$ cat src/core/dvrs_pkg.sv
// Package of constants for the voltage ramp and startup sequencer
package dvrs_pkg;
    localparam int CLK_HZ = 50000000;
    localparam int VID_W = 8;
    localparam int SECT_N = 2;
    localparam int PHASE_N = 6;
    // Reference step of one code, in microvolts
    localparam int STEP_UV = 5000;
    // Slopes in mV per microsecond
    localparam int SLOPE_FAST_MV_US = 20;
    localparam int SLOPE_SLOW_MV_US = 5;
    // Cycles per code step: ns per step = STEP_UV / slope; cycle count rounds down
    localparam int FAST_STEP_CYC = (STEP_UV / SLOPE_FAST_MV_US) * (CLK_HZ / 1000000) / 1000;
    localparam int SLOW_STEP_CYC = (STEP_UV / SLOPE_SLOW_MV_US) * (CLK_HZ / 1000000) / 1000;
    // Re-arm delay after a transition, in microseconds
    localparam int REARM_US = 2;
    localparam int REARM_CYC = REARM_US * (CLK_HZ / 1000000);
    localparam logic [VID_W-1:0] VID_OFF = 8'h00;
    localparam int GAIN_W = 8;
    localparam int CUR_W = 16;
    // Wishbone register byte addresses
    localparam logic [7:0] ADR_CMD = 8'h00;
    localparam logic [7:0] ADR_STAT = 8'h04;
    localparam logic [7:0] ADR_IRQ = 8'h08;
    localparam logic [7:0] ADR_MASK = 8'h0c;
    localparam logic [7:0] ADR_CFG = 8'h10;
    localparam logic [7:0] ADR_REF = 8'h14;
    // Command word fields
    localparam int CMD_VID_LSB = 0;
    localparam int CMD_SEC_BIT = 8;
    localparam int CMD_SLOW_BIT = 9;
    // Config fields
    localparam int CFG_GAIN_LSB = 0;
    localparam int CFG_DROOP_BIT = 8;
    localparam int CFG_MEM_BIT = 9;
    localparam logic [GAIN_W-1:0] GAIN_RST = 8'h80;
    // Interrupt event bits
    localparam int EV_DONE0 = 0;
    localparam int EV_DONE1 = 1;
    localparam int EV_REJ = 2;
    localparam int EV_LATCH = 3;
    localparam int EV_W = 4;
    typedef enum logic [1:0] {DVRS_OFF, DVRS_SOFT, DVRS_RUN, DVRS_LATCH} dvrs_st_t;
endpackage : dvrs_pkg

$ cat src/core/dvrs_ramp.sv
// One section's reference ramp with protection mask timer
`timescale 1ns/10ps
module dvrs_ramp
    import dvrs_pkg::*;
(
    input wire logic clk_i,
    input wire logic rst_i,
    input wire logic cmd_i,
    input wire logic slow_i,
    input wire logic [dvrs_pkg::VID_W-1:0] vid_i,
    output logic [dvrs_pkg::VID_W-1:0] ref_o,
    output logic busy_o,
    output logic mask_o,
    output logic done_o
);
    logic [VID_W-1:0] ref_q, ref_d, tgt_q, tgt_d;
    logic slow_q, slow_d, busy_q, busy_d, done_d;
    logic [15:0] cnt_q, cnt_d, arm_q, arm_d;
    always_comb begin
        ref_d = ref_q;
        tgt_d = tgt_q;
        slow_d = slow_q;
        busy_d = busy_q;
        cnt_d = cnt_q;
        arm_d = arm_q;
        done_d = 1'b0;
        if (arm_q != 16'h0000) begin
            arm_d = arm_q - 16'h0001;
        end
        if (cmd_i) begin
            tgt_d = vid_i;
            slow_d = slow_i;
            busy_d = (vid_i != ref_q);
            cnt_d = 16'h0000;
            arm_d = 16'h0000;
        end else if (busy_q) begin
            if (cnt_q == (slow_q ? 16'(SLOW_STEP_CYC - 1) : 16'(FAST_STEP_CYC - 1))) begin
                cnt_d = 16'h0000;
                ref_d = (tgt_q > ref_q) ? ref_q + 1'b1 : ref_q - 1'b1;
                if (ref_d == tgt_q) begin
                    busy_d = 1'b0;
                    done_d = 1'b1;
                    arm_d = 16'(REARM_CYC);
                end
            end else begin
                cnt_d = cnt_q + 16'h0001;
            end
        end
    end
    always_ff @(posedge clk_i) begin
        if (rst_i) begin
            ref_q <= VID_OFF;
            tgt_q <= VID_OFF;
            slow_q <= 1'b0;
            busy_q <= 1'b0;
            cnt_q <= 16'h0000;
            arm_q <= 16'h0000;
            done_o <= 1'b0;
        end else begin
            ref_q <= ref_d;
            tgt_q <= tgt_d;
            slow_q <= slow_d;
            busy_q <= busy_d;
            cnt_q <= cnt_d;
            arm_q <= arm_d;
            done_o <= done_d;
        end
    end
    assign ref_o = ref_q;
    assign busy_o = busy_q;
    assign mask_o = busy_q || (arm_q != 16'h0000);
endmodule : dvrs_ramp

$ cat src/core/dvrs_sync.sv
// Two-flop synchroniser for a pin level
`timescale 1ns/10ps
module dvrs_sync (
    input wire logic clk_i,
    input wire logic rst_i,
    input wire logic d_i,
    output logic q_o
);
    logic s1_q, s2_q;
    always_ff @(posedge clk_i) begin
        if (rst_i) begin
            s1_q <= 1'b0;
            s2_q <= 1'b0;
        end else begin
            s1_q <= d_i;
            s2_q <= s1_q;
        end
    end
    assign q_o = s2_q;
endmodule : dvrs_sync

$ cat src/core/dvrs_top.sv
// Voltage ramp, protection masking and driver startup sequencer
// Behaviour
// - Strap high keeps single-phase section disabled
// - Commands to disabled single-phase section rejected
// - Mask OV/UV/OC during transitions, delayed re-arm
// - Fast slope 20 mV/us, slow 5 mV/us
// - Step reference toward target at programmed slope
// - New command mid-ramp replaces target
// - Total overcurrent during transition latches disabled
// - Pre-bias startup at power-up and after off
// - Before first pulse: phases high-Z, enable low
// - After first pulse: phases toggle, enable high
// - Overvoltage may still turn low-side on
// - Memory mode with droop: droop times quarter
// - Adjustable droop gain on summed phase current
//
// Implementation choices: the Wishbone interface to the registers and the address map.
`timescale 1ns/10ps
module dvrs_top
    import dvrs_pkg::*;
(
    input wire logic clk_i,
    input wire logic rst_i,
    input wire logic [7:0] wb_adr_i,
    input wire logic [31:0] wb_dat_i,
    output logic [31:0] wb_dat_o,
    input wire logic [3:0] wb_sel_i,
    input wire logic wb_we_i,
    input wire logic wb_cyc_i,
    input wire logic wb_stb_i,
    output logic wb_ack_o,
    output logic irq_o,
    input wire logic single_phase_disable_strap_i,
    input wire logic ov_i,
    input wire logic uv_i,
    input wire logic oc_i,
    input wire logic oc_total_i,
    input wire logic [dvrs_pkg::SECT_N-1:0] mod_pulse_i,
    input wire logic [dvrs_pkg::CUR_W-1:0] phase_cur_sum_i,
    output logic [dvrs_pkg::SECT_N-1:0] phase_modulator_out_o,
    output logic [dvrs_pkg::SECT_N-1:0] phase_modulator_oe_n_o,
    output logic [dvrs_pkg::SECT_N-1:0] driver_enable_out_o,
    output logic [dvrs_pkg::SECT_N-1:0] low_side_on_o,
    output logic [dvrs_pkg::VID_W-1:0] ref0_o,
    output logic [dvrs_pkg::VID_W-1:0] ref1_o,
    output logic [dvrs_pkg::CUR_W-1:0] droop_cur_o,
    output logic fault_o
);
    logic strap_s, ov_s, uv_s, oc_s, oct_s;
    logic [SECT_N-1:0] pulse_s;
    logic wr, rd, cmd_ok, rej;
    logic [SECT_N-1:0] cmd, busy, mask, done;
    logic [VID_W-1:0] ref0, ref1;
    logic [EV_W-1:0] irq_q, irq_d, mask_q, mask_d, ev;
    logic [9:0] cfg_q, cfg_d;
    logic [31:0] dat_d;
    logic ack_d;
    dvrs_st_t st_q [SECT_N], st_d [SECT_N];
    logic [SECT_N-1:0] pwm_d, oe_n_d, en_d, ls_d;
    logic fault_q, fault_d;
    logic [CUR_W+GAIN_W-1:0] prod;
    logic [CUR_W-1:0] droop_d;

    dvrs_sync u_s_strap (
        .clk_i(clk_i),
        .rst_i(rst_i),
        .d_i(single_phase_disable_strap_i),
        .q_o(strap_s)
    );
    dvrs_sync u_s_ov (
        .clk_i(clk_i),
        .rst_i(rst_i),
        .d_i(ov_i),
        .q_o(ov_s)
    );
    dvrs_sync u_s_uv (
        .clk_i(clk_i),
        .rst_i(rst_i),
        .d_i(uv_i),
        .q_o(uv_s)
    );
    dvrs_sync u_s_oc (
        .clk_i(clk_i),
        .rst_i(rst_i),
        .d_i(oc_i),
        .q_o(oc_s)
    );
    dvrs_sync u_s_oct (
        .clk_i(clk_i),
        .rst_i(rst_i),
        .d_i(oc_total_i),
        .q_o(oct_s)
    );
    dvrs_sync u_s_p0 (
        .clk_i(clk_i),
        .rst_i(rst_i),
        .d_i(mod_pulse_i[0]),
        .q_o(pulse_s[0])
    );
    dvrs_sync u_s_p1 (
        .clk_i(clk_i),
        .rst_i(rst_i),
        .d_i(mod_pulse_i[1]),
        .q_o(pulse_s[1])
    );

    // Bus decode
    assign wr = wb_cyc_i && wb_stb_i && wb_we_i && !wb_ack_o;
    assign rd = wb_cyc_i && wb_stb_i && !wb_we_i && !wb_ack_o;
    assign cmd_ok = wr && (wb_adr_i == ADR_CMD) && wb_sel_i[0] && wb_sel_i[1];
    always_comb begin
        cmd = '0;
        rej = 1'b0;
        if (cmd_ok && !fault_q) begin
            if (wb_dat_i[CMD_SEC_BIT] && strap_s) begin
                rej = 1'b1;
            end else begin
                cmd[wb_dat_i[CMD_SEC_BIT]] = 1'b1;
            end
        end
    end

    dvrs_ramp u_ramp0 (
        .clk_i(clk_i),
        .rst_i(rst_i),
        .cmd_i(cmd[0]),
        .slow_i(wb_dat_i[CMD_SLOW_BIT]),
        .vid_i(wb_dat_i[CMD_VID_LSB +: VID_W]),
        .ref_o(ref0),
        .busy_o(busy[0]),
        .mask_o(mask[0]),
        .done_o(done[0])
    );
    dvrs_ramp u_ramp1 (
        .clk_i(clk_i),
        .rst_i(rst_i || strap_s),
        .cmd_i(cmd[1]),
        .slow_i(wb_dat_i[CMD_SLOW_BIT]),
        .vid_i(wb_dat_i[CMD_VID_LSB +: VID_W]),
        .ref_o(ref1),
        .busy_o(busy[1]),
        .mask_o(mask[1]),
        .done_o(done[1])
    );

    // Protection and latch
    always_comb begin
        fault_d = fault_q;
        if (oct_s) begin
            fault_d = 1'b1;
        end
        if (!(|mask) && (ov_s || uv_s || oc_s)) begin
            fault_d = 1'b1;
        end
    end

    // Per-section driver sequencing
    always_comb begin
        for (int i = 0; i < SECT_N; i++) begin
            st_d[i] = st_q[i];
            pwm_d[i] = 1'b0;
            oe_n_d[i] = 1'b1;
            en_d[i] = 1'b0;
            ls_d[i] = 1'b0;
            case (st_q[i])
                DVRS_OFF: begin
                    if ((i == 1) ? (ref1 != VID_OFF && !strap_s) : (ref0 != VID_OFF)) begin
                        st_d[i] = DVRS_SOFT;
                    end
                end
                DVRS_SOFT: begin
                    oe_n_d[i] = 1'b1;
                    en_d[i] = 1'b0;
                    if (pulse_s[i]) begin
                        st_d[i] = DVRS_RUN;
                    end
                end
                DVRS_RUN: begin
                    oe_n_d[i] = 1'b0;
                    en_d[i] = 1'b1;
                    pwm_d[i] = pulse_s[i];
                    if ((i == 1) ? (ref1 == VID_OFF || strap_s) : (ref0 == VID_OFF)) begin
                        st_d[i] = DVRS_OFF;
                    end
                end
                DVRS_LATCH: begin
                    oe_n_d[i] = 1'b1;
                end
                default: begin
                    st_d[i] = DVRS_OFF;
                end
            endcase
            if (i == 1 && strap_s) begin
                oe_n_d[i] = 1'b1;
                en_d[i] = 1'b0;
            end
            if (fault_d) begin
                st_d[i] = DVRS_LATCH;
                oe_n_d[i] = 1'b1;
                en_d[i] = 1'b0;
            end
            if (ov_s && !mask[i]) begin
                ls_d[i] = 1'b1;
            end
        end
    end

    // Droop current
    always_comb begin
        prod = phase_cur_sum_i * cfg_q[CFG_GAIN_LSB +: GAIN_W];
        droop_d = '0;
        if (cfg_q[CFG_DROOP_BIT]) begin
            droop_d = prod[CUR_W+GAIN_W-1 -: CUR_W];
            if (cfg_q[CFG_MEM_BIT]) begin
                droop_d = {2'b00, droop_d[CUR_W-1:2]};
            end
        end
    end

    // Registers and interrupts
    assign ev = {fault_d && !fault_q, rej, done[1], done[0]};
    always_comb begin
        irq_d = irq_q;
        mask_d = mask_q;
        cfg_d = cfg_q;
        dat_d = 32'h0000_0000;
        ack_d = wb_cyc_i && wb_stb_i && !wb_ack_o;
        if (wr && wb_adr_i == ADR_MASK && wb_sel_i[0]) begin
            mask_d = wb_dat_i[EV_W-1:0];
        end
        if (wr && wb_adr_i == ADR_CFG) begin
            if (wb_sel_i[0]) begin
                cfg_d[7:0] = wb_dat_i[7:0];
            end
            if (wb_sel_i[1]) begin
                cfg_d[9:8] = wb_dat_i[9:8];
            end
        end
        if (rd) begin
            case (wb_adr_i)
                ADR_STAT: dat_d = {26'h0, strap_s, fault_q, mask, busy};
                ADR_IRQ: begin
                    dat_d = {28'h0, irq_q};
                    irq_d = '0;
                end
                ADR_MASK: dat_d = {28'h0, mask_q};
                ADR_CFG: dat_d = {22'h0, cfg_q};
                ADR_REF: dat_d = {16'h0, ref1, ref0};
                default: dat_d = 32'h0000_0000;
            endcase
        end
        irq_d = irq_d | ev;
    end

    always_ff @(posedge clk_i) begin
        if (rst_i) begin
            irq_q <= '0;
            mask_q <= '0;
            cfg_q <= {2'b00, GAIN_RST};
            wb_dat_o <= 32'h0000_0000;
            wb_ack_o <= 1'b0;
            irq_o <= 1'b0;
        end else begin
            irq_q <= irq_d;
            mask_q <= mask_d;
            cfg_q <= cfg_d;
            wb_dat_o <= dat_d;
            wb_ack_o <= ack_d;
            irq_o <= |(irq_d & mask_d);
        end
    end

    // Fault latch
    always_ff @(posedge clk_i) begin
        if (rst_i) begin
            fault_q <= 1'b0;
            fault_o <= 1'b0;
        end else begin
            fault_q <= fault_d;
            fault_o <= fault_d;
        end
    end

    // Sequencer state and driver pins
    always_ff @(posedge clk_i) begin
        if (rst_i) begin
            for (int i = 0; i < SECT_N; i++) begin
                st_q[i] <= DVRS_OFF;
            end
            phase_modulator_out_o <= '0;
            phase_modulator_oe_n_o <= '1;
            driver_enable_out_o <= '0;
            low_side_on_o <= '0;
        end else begin
            for (int i = 0; i < SECT_N; i++) begin
                st_q[i] <= st_d[i];
            end
            phase_modulator_out_o <= pwm_d;
            phase_modulator_oe_n_o <= oe_n_d;
            driver_enable_out_o <= en_d;
            low_side_on_o <= ls_d;
        end
    end

    // Reference and droop outputs
    always_ff @(posedge clk_i) begin
        if (rst_i) begin
            ref0_o <= VID_OFF;
            ref1_o <= VID_OFF;
            droop_cur_o <= '0;
        end else begin
            ref0_o <= ref0;
            ref1_o <= ref1;
            droop_cur_o <= droop_d;
        end
    end
endmodule : dvrs_top

$ cat config.mk
export PLATFORM = sky130hd
export DESIGN_NAME = dvrs_top
export DESIGN_NICKNAME = d
export VERILOG_FILES = /design/src/core/dvrs_pkg.sv /design/src/core/dvrs_ramp.sv /design/src/core/dvrs_sync.sv /design/src/core/dvrs_top.sv
export SDC_FILE = /design/constraint.sdc
export NUM_CORES = 1
export LEC_CHECK = 0
export BUFFER_PORTS_ARGS = -buffer_cell sky130_fd_sc_hd__buf_2
export CORE_ASPECT_RATIO = 0.9
export CORE_MARGIN = 2
export CORE_UTILIZATION = 40
export DETAILED_ROUTE_END_ITERATION = 16
export GPL_ROUTABILITY_DRIVEN = 0
export PLACE_DENSITY = 0.7
export SYNTH_ARGS = -nofsm -noshare
export SYNTH_HDL_FRONTEND = slang
export SYNTH_SLANG_ARGS = --single-unit
$ cat constraint.sdc
create_clock -name clk_i -period 16.09 [get_ports clk_i]
set_clock_uncertainty 0.15 [all_clocks]
set_input_delay 0.8045 -clock clk_i [delete_from_list [all_inputs] [get_ports clk_i]]
set_output_delay 0.8045 -clock clk_i [all_outputs]
set_load 0.01 [all_outputs]
* Word level (Yosys, flattened, before mapping)
Memory sizes are Yosys's and may differ from the RTL's.
Index checks and enable logic that the tools add are counted.
** Operators by class
- Add/sub/neg operators :: 8
- Multiply operators :: 1
- Order comparisons :: 4
- Eq/ne operators :: 15
- Multiplexer cells :: 58
- Bitwise logic cells :: 14
- Reductions and logical operators :: 59
** Operators with widths (number)
- two-way mux 16 bit :: 10
- case mux 16 bit (5 select lines) :: 1
- adder 16 x 1 -> 16 bit (second input constant) :: 2
- == test 16 bit :: 2
- nonzero test 16 bit :: 2
- subtractor 16 x 1 -> 16 bit (second input constant) :: 2
- zero test 8 bit :: 3
- multiplier 16 x 8 -> 24 bit :: 1
- two-way mux 1 bit :: 24
- two-way mux 2 bit :: 12
- logical AND 1 bit :: 20
- adder 8 x 1 -> 8 bit (second input constant) :: 2
- == test 8 x 4 -> 1 bit (second input constant) :: 2
- == test 8 x 5 -> 1 bit (second input constant) :: 2
- == test 8 bit :: 2
- greater-than comparator 8 bit :: 2
- two-way mux 8 bit :: 2
- != test 8 bit :: 2
- nonzero test 8 bit :: 2
- OR reduction 2 bit :: 8
- subtractor 8 x 1 -> 8 bit (second input constant) :: 2
- two-way mux 14 bit :: 1
- two-way mux 4 bit :: 3
- two-way mux 6 bit :: 2
- other kinds (18) :: 48
** Word-level totals
- Bits in registers :: 209
- Memory bits (writable) :: 4
- Bits of input ports :: 72
- Output and inout port bits :: 75
- Word-level logic and storage cells :: 207
- Memories kept :: 1
** Memory list
- st_q :: words 2, bits a word 2, rd ports 2, clocked after memory_dff 0, wr ports 2, line dvrs_top.sv:58 : dvrs_st_t st_q [SECT_N], st_d [SECT_N];

* Logic depth before layout (Yosys ltp)
- Depth after elaboration :: 11
- Mapped depth :: 19
- Gate-level depth less buffers :: 19

* Cells and area by module
From an unflattened synthesis, not the netlist that was laid out.
** Second synthesis, totals
- Cells, all modules :: 1512
- Area total of the unflattened synthesis :: 13728.2 µm²
** Modules (own cells, without submodules)
- dvrs_top :: times used 1, cells each 800, area each 7229.4 µm², seq. area each 1621.6 µm²
- dvrs_ramp :: times used 2, cells each 342, area each 3065.4 µm², seq. area each 1021.0 µm²
- dvrs_sync :: times used 7, cells each 4, area each 52.6 µm², seq. area each 40.0 µm²

* Worst setup path after synthesis
OpenSTA, ideal clock, no wires.
- Kind :: input -> register
- From :: input phase_cur_sum_i[0] (netlist bit)
- To :: register droop_cur_o[15] (netlist bit)
- Library setup time :: 96 ps
- Arrival time :: 5048 ps
- Required time :: 15844 ps
- Setup slack :: 10796 ps
- Stages :: 18
- Path buffers :: 0
- Path through :: nand2_1 > fa_1 > fa_1 > inv_1 > fa_1 > inv_1 > fa_1 > inv_1 > ha_1 > a21oi_1 > o21ai_0 > o21ai_0 > a21o_1 > a21oi_1 > o41ai_1 > o21ai_0 > xnor2_1 > nor4b_1
** Between the ends
- Word-level cells in the longest chain between the ends :: 1
** Ends and longest elaborated chain
- from (decl) :: line dvrs_top.sv:39 : input wire logic [dvrs_pkg::CUR_W-1:0] phase_cur_sum_i,
- multiplier 16 x 8 -> 24 bit :: line dvrs_top.sv:210 : prod = phase_cur_sum_i * cfg_q[CFG_GAIN_LSB +: GAIN_W];
- to (signal assigned) :: line dvrs_top.sv:314 : droop_cur_o <= droop_d;
- to (decl) :: line dvrs_top.sv:46 : output logic [dvrs_pkg::CUR_W-1:0] droop_cur_o,
No other way between the ends.
A chain may end at the register's enable or synchronous reset.

* Worst setup path in the final report
- From :: register cfg_q[3]
- To :: register droop_cur_o[13] (netlist bit)
** Between the ends
- Word-level cells in the longest chain between the ends :: 2
** Ends and longest elaborated chain
- from (decl) :: line dvrs_top.sv:55 : logic [9:0] cfg_q, cfg_d;
- from (signal assigned) :: line dvrs_top.sv:259 : cfg_q <= {2'b00, GAIN_RST};
- from (signal assigned) :: line dvrs_top.sv:266 : cfg_q <= cfg_d;
- multiplier 16 x 8 -> 24 bit :: line dvrs_top.sv:210
- two-way mux 14 bit :: line dvrs_top.sv:214 : if (cfg_q[CFG_MEM_BIT]) begin
No other way between the ends.

==> summary.md <==
| Metric | Value |
|---|---|
| Pwr dens | `roughly 87 nW/um^2` |
| Num rows | `62` |
| Clk Latency, worst-skew pair | `~440 ps` |
| Tcrit/Tclk final | `38.20%` |
| Critical Path Sink Type | `flip-flop` |
| Via-to-Cell Ratio | `slightly above 5` |
| Port buffer count | `about 110` |
| Post-CTS resize count | `0` |
| Router iterations before antenna repair | `8` |
| Crit-path slowest cell | `dfxtp_1` |
| Met3 routed WL | `1623 um` |
| Crit path depth | `18` |
| Netlist cell types | `58` |
| Worst-margin pin slew | `just over 1000 ps` |
| P&R area growth vs syn | `11.11%` |
| Hold crit path type | `reg -> reg` |
| Total die area | `33510 um^2` |
| Seq/Total Area, Yosys | `about 30%` |
| Hpwl dp | `roughly 23000 um` |
| Buffer and inverter count on the worst path | `3` |
| Post-CTS Repair Setup Buffers | `0` |
| Die H | `~170 um` |
| Fin Hold WS | `around 280 ps` |
| Slew HR | `a little under a third` |
| CP cell instances | `nand2_1 > fa_1 > fa_1 > inv_1 > fa_1 > inv_1 > fa_1 > inv_1 > ha_1 > a21oi_1 > o21ai_0 > o21ai_0 > a21o_1 > a21oi_1 > o41ai_1 > o21ai_0 > xnor2_1 > o21ai_0` |
| Die Span X | `around 190 um` |
| Req. time, crit path | `around 16000 ps` |
| Syn avg cell area | `slightly below 9 um^2` |
| Clock sink total | `197` |
| Max Fclk | `between 150 and 200 MHz` |
| Top cells by area, synth | `dfxtp_1 31%, fa_1 13%, ha_1 7.8%` |
| Clk root buf | `clkbuf_16` |
| CP arrival | `between 6000 and 7000 ps` |
| Critical R2R Launch | `cfg_q[3]` |
| WHS Endpoint | `u_s_oc.q_o` |
| Synth Instances | `roughly 1500` |
| Commonest non-fill, non-tap cell in the layout | `dfxtp_1` |
| Yosys warning count | `0` |
| Layout cells sized above 1 | `9.628%` |
| Fin. max-slew vios | `0` |
| Worst hold stages | `1` |
| Top cell type's share of synthesized area | `between 30 and 40%` |
| Max-cap violation count | `0` |
| Synth Flop Type | `dfxtp_1` |
| Hold buffer count at cts | `0` |
| DR iter-0 viols | `a little over 700` |
| Final ANT Viol Nets | `0` |
| Crit path max fanout | `18` |
| Core area | `between 30000 and 40000 um^2` |
| Crit-path max cell delay | `around 870 ps` |
| Via count | `10150` |
| Final net count | `about 1800` |
| CTS tree | `built` |
| Initial cell density of the core | `40.42%` |
| Final hold violation count | `0` |
| Sum Neg Setup Slack | `0 ps` |
| FF-to-FF End | `droop_cur_o[13]` |
| Most frequent cells in the layout | `197 x dfxtp_1, 163 x nor2_1, 146 x inv_1, 120 x nand2_1, 112 x and2_1` |
| LEAKAGE | `~6.4 nW` |
| Mapped cell area | `between 10000 and 15000 um^2` |
| HP Start | `u_s_oc.s1_q` |
| Max Used Layer | `met5` |
| Worst-path clk slew | `~80 ps` |
| Remaining DRCs | `0` |
| Clk buf depth | `2` |
| Synth Register Bits | `197` |
| Min Tclk post-route | `slightly above 6000 ps` |
| I/O pins | `roughly 150` |
| Critical path class | `reg -> reg` |
| Routed len/inst | `15.43 um` |
| Global-route wire length before repair | `roughly 50000 um` |
| Asr flop ratio synth | `0%` |
| RSZ-0062 raised after global routing | `false` |
| Top Family by Delay on Critical Path | `adder cells` |
| Number of enable flip-flop cells after synthesis | `0` |
| GRT Residual Overflow | `0` |
| Met2 routed WL | `14180 um` |
| Startpoint Class | `flip-flop` |
| Final Core Density | `roughly 45%` |
| Total CTS buffers | `17` |
| M1 WL | `14020 um` |
| Reg2reg setup slack | `around 10000 ps` |
| FF-to-FF path depth | `18` |
| Htree depth | `4` |
| Total wire length | `30480 um` |
| Antenna violations before repair | `1` |
| GRT Util Overall | `18.62%` |
| Leading area contributor after synthesis | `dfxtp_1` |
| Vias in the first global route | `roughly 10000` |
| Peak VDD IR | `0.00008301 V` |
| Setup violations, final | `0` |
| Fill count | `between 3000 and 4000` |
| Status | `finished clean` |
| Pin count of the biggest net entering global routing | `42` |
kinds of logic (layout without fill, tap and decap cells):
| group | count (synthesis) | in the layout | share of synthesized area, % |
|---|---|---|---|
| DFF | 197 | 197 | 30.75 |
| buffers and inverters | 213 | 287 | 6.820 |
| other | 1 | 18 | 0.02924 |
| adders and majority gates | 165 | 165 | 21.08 |
| and+or+nand+nor | 582 | 582 | 22.79 |
| xor gates and xnor gates | 117 | 117 | 8.372 |
| AOI/OAI and AO/OA | 169 | 169 | 8.206 |
| muxes | 25 | 25 | 1.951 |
how the worst max path moves through the flow:
| stage | startpoint | to | slack (ps) |
|---|---|---|---|
| 2_1_floorplan | phase_cur_sum_i[0] | droop_cur_o[15] | 10800 |
| 3_3_place_gp | phase_cur_sum_i[0] | droop_cur_o[13] | 9910 |
| 3_5_place_dp | phase_cur_sum_i[1] | droop_cur_o[13] | 9880 |
| 4_1_cts | cfg_q[6] | droop_cur_o[13] | 10010 |
| 5_1_grt | cfg_q[6] | droop_cur_o[15] | 9640 |
| 6_report | cfg_q[3] | droop_cur_o[13] | 9940 |
power breakdown:
part | internal [mW] | switching, mW
logic | 0.104 | 0.143
clock network | 0.221 | 0.211
registers | 0.523 | 0.0311
total | 0.848 | 0.385
worst register-to-register path: stages (launching register included):
cell and delay, ps:
dfxtp_1 870, nand2_1 170, fa_1 520, fa_1 490, inv_1 50, fa_1 530, inv_1 60, fa_1 540
inv_1 50, ha_1 300, a21oi_1 140, o21ai_0 190, o21ai_0 280, a21o_1 210, a21oi_1 130, o41ai_1 580
o21ai_0 230, xnor2_1 410, o21ai_0 130
sequential cells by signal (all words and copies together), names as in the netlist, 2 cells and up:
| name | count |
|---|---|
| u_ramp0.arm_q | 16 |
| phase_modulator_out_o | 2 |
| st_q | 4 |
| u_ramp1.arm_q | 16 |
| cfg_q | 10 |
| u_ramp1.tgt_q | 8 |
| ref1_o | 8 |
| phase_modulator_oe_n_o | 2 |
| u_ramp1.ref_o | 8 |
| irq_q | 4 |
| mask_q | 4 |
| ref0_o | 8 |
| low_side_on_o | 2 |
| u_ramp0.ref_o | 8 |
| u_ramp0.tgt_q | 8 |
| droop_cur_o | 16 |
| u_ramp1.cnt_q | 16 |
| driver_enable_out_o | 2 |
| u_ramp0.cnt_q | 16 |
| wb_dat_o | 16 |
Yosys cell counts (4+ instances only):
cell / number
or4_1: 5
and2_1: 112
nand3_1: 18
or3_1: 9
nand2_1: 120
nor3_1: 30
o21ai_0: 29
o21bai_1: 4
a21o_1: 9
nand4_1: 24
a222oi_1: 6
mux2i_1: 25
clkbuf_1: 42
xor2_1: 40
inv_1: 146
buf_4: 16
nor4b_1: 5
a22oi_1: 8
dfxtp_1: 197
nand2b_1: 7
and3_1: 21
nor2b_1: 23
a22o_1: 13
xnor2_1: 73
nor4_1: 26
fa_1: 85
a21oi_1: 73
buf_1: 7
nor2_1: 163
a211oi_1: 6
ha_1: 80
stage by stage:
step	power [mW]	cell area [um^2]	cells	setup WS, ps
2_1_floorplan	0.7547	12880	1484	10800
3_3_place_gp	0.7942	13650	1943	9913
3_5_place_dp	0.8073	13650	1943	9877
4_1_cts	1.243	14240	1974	10010
5_1_grt	1.299	14240	1974	9640
6_report	1.233	14250	1976	9943
area by class of cell:
class,instances,area [um^2],share of cell area [%]
multi-input cells,1074,8074,56.66
flip-flops and latches,197,3944,27.68
diodes,2,5.005,0.03512
well taps,416,520.5,3.653
clock buffers,17,425.4,2.986
inverters,146,548.0,3.846
repair buffers,110,560.5,3.934
clock inverters,14,171.4,1.203
routing by layer:
metal / track usage, % / up-vias
met2: 30.47 / 246
met3: 4.413 / 43
li1: - / 4949
met4: 5.566 / 2
met5: 0 / -
met1: 24.28 / 4912
Note: power is estimated with default switching activity, not from simulation.
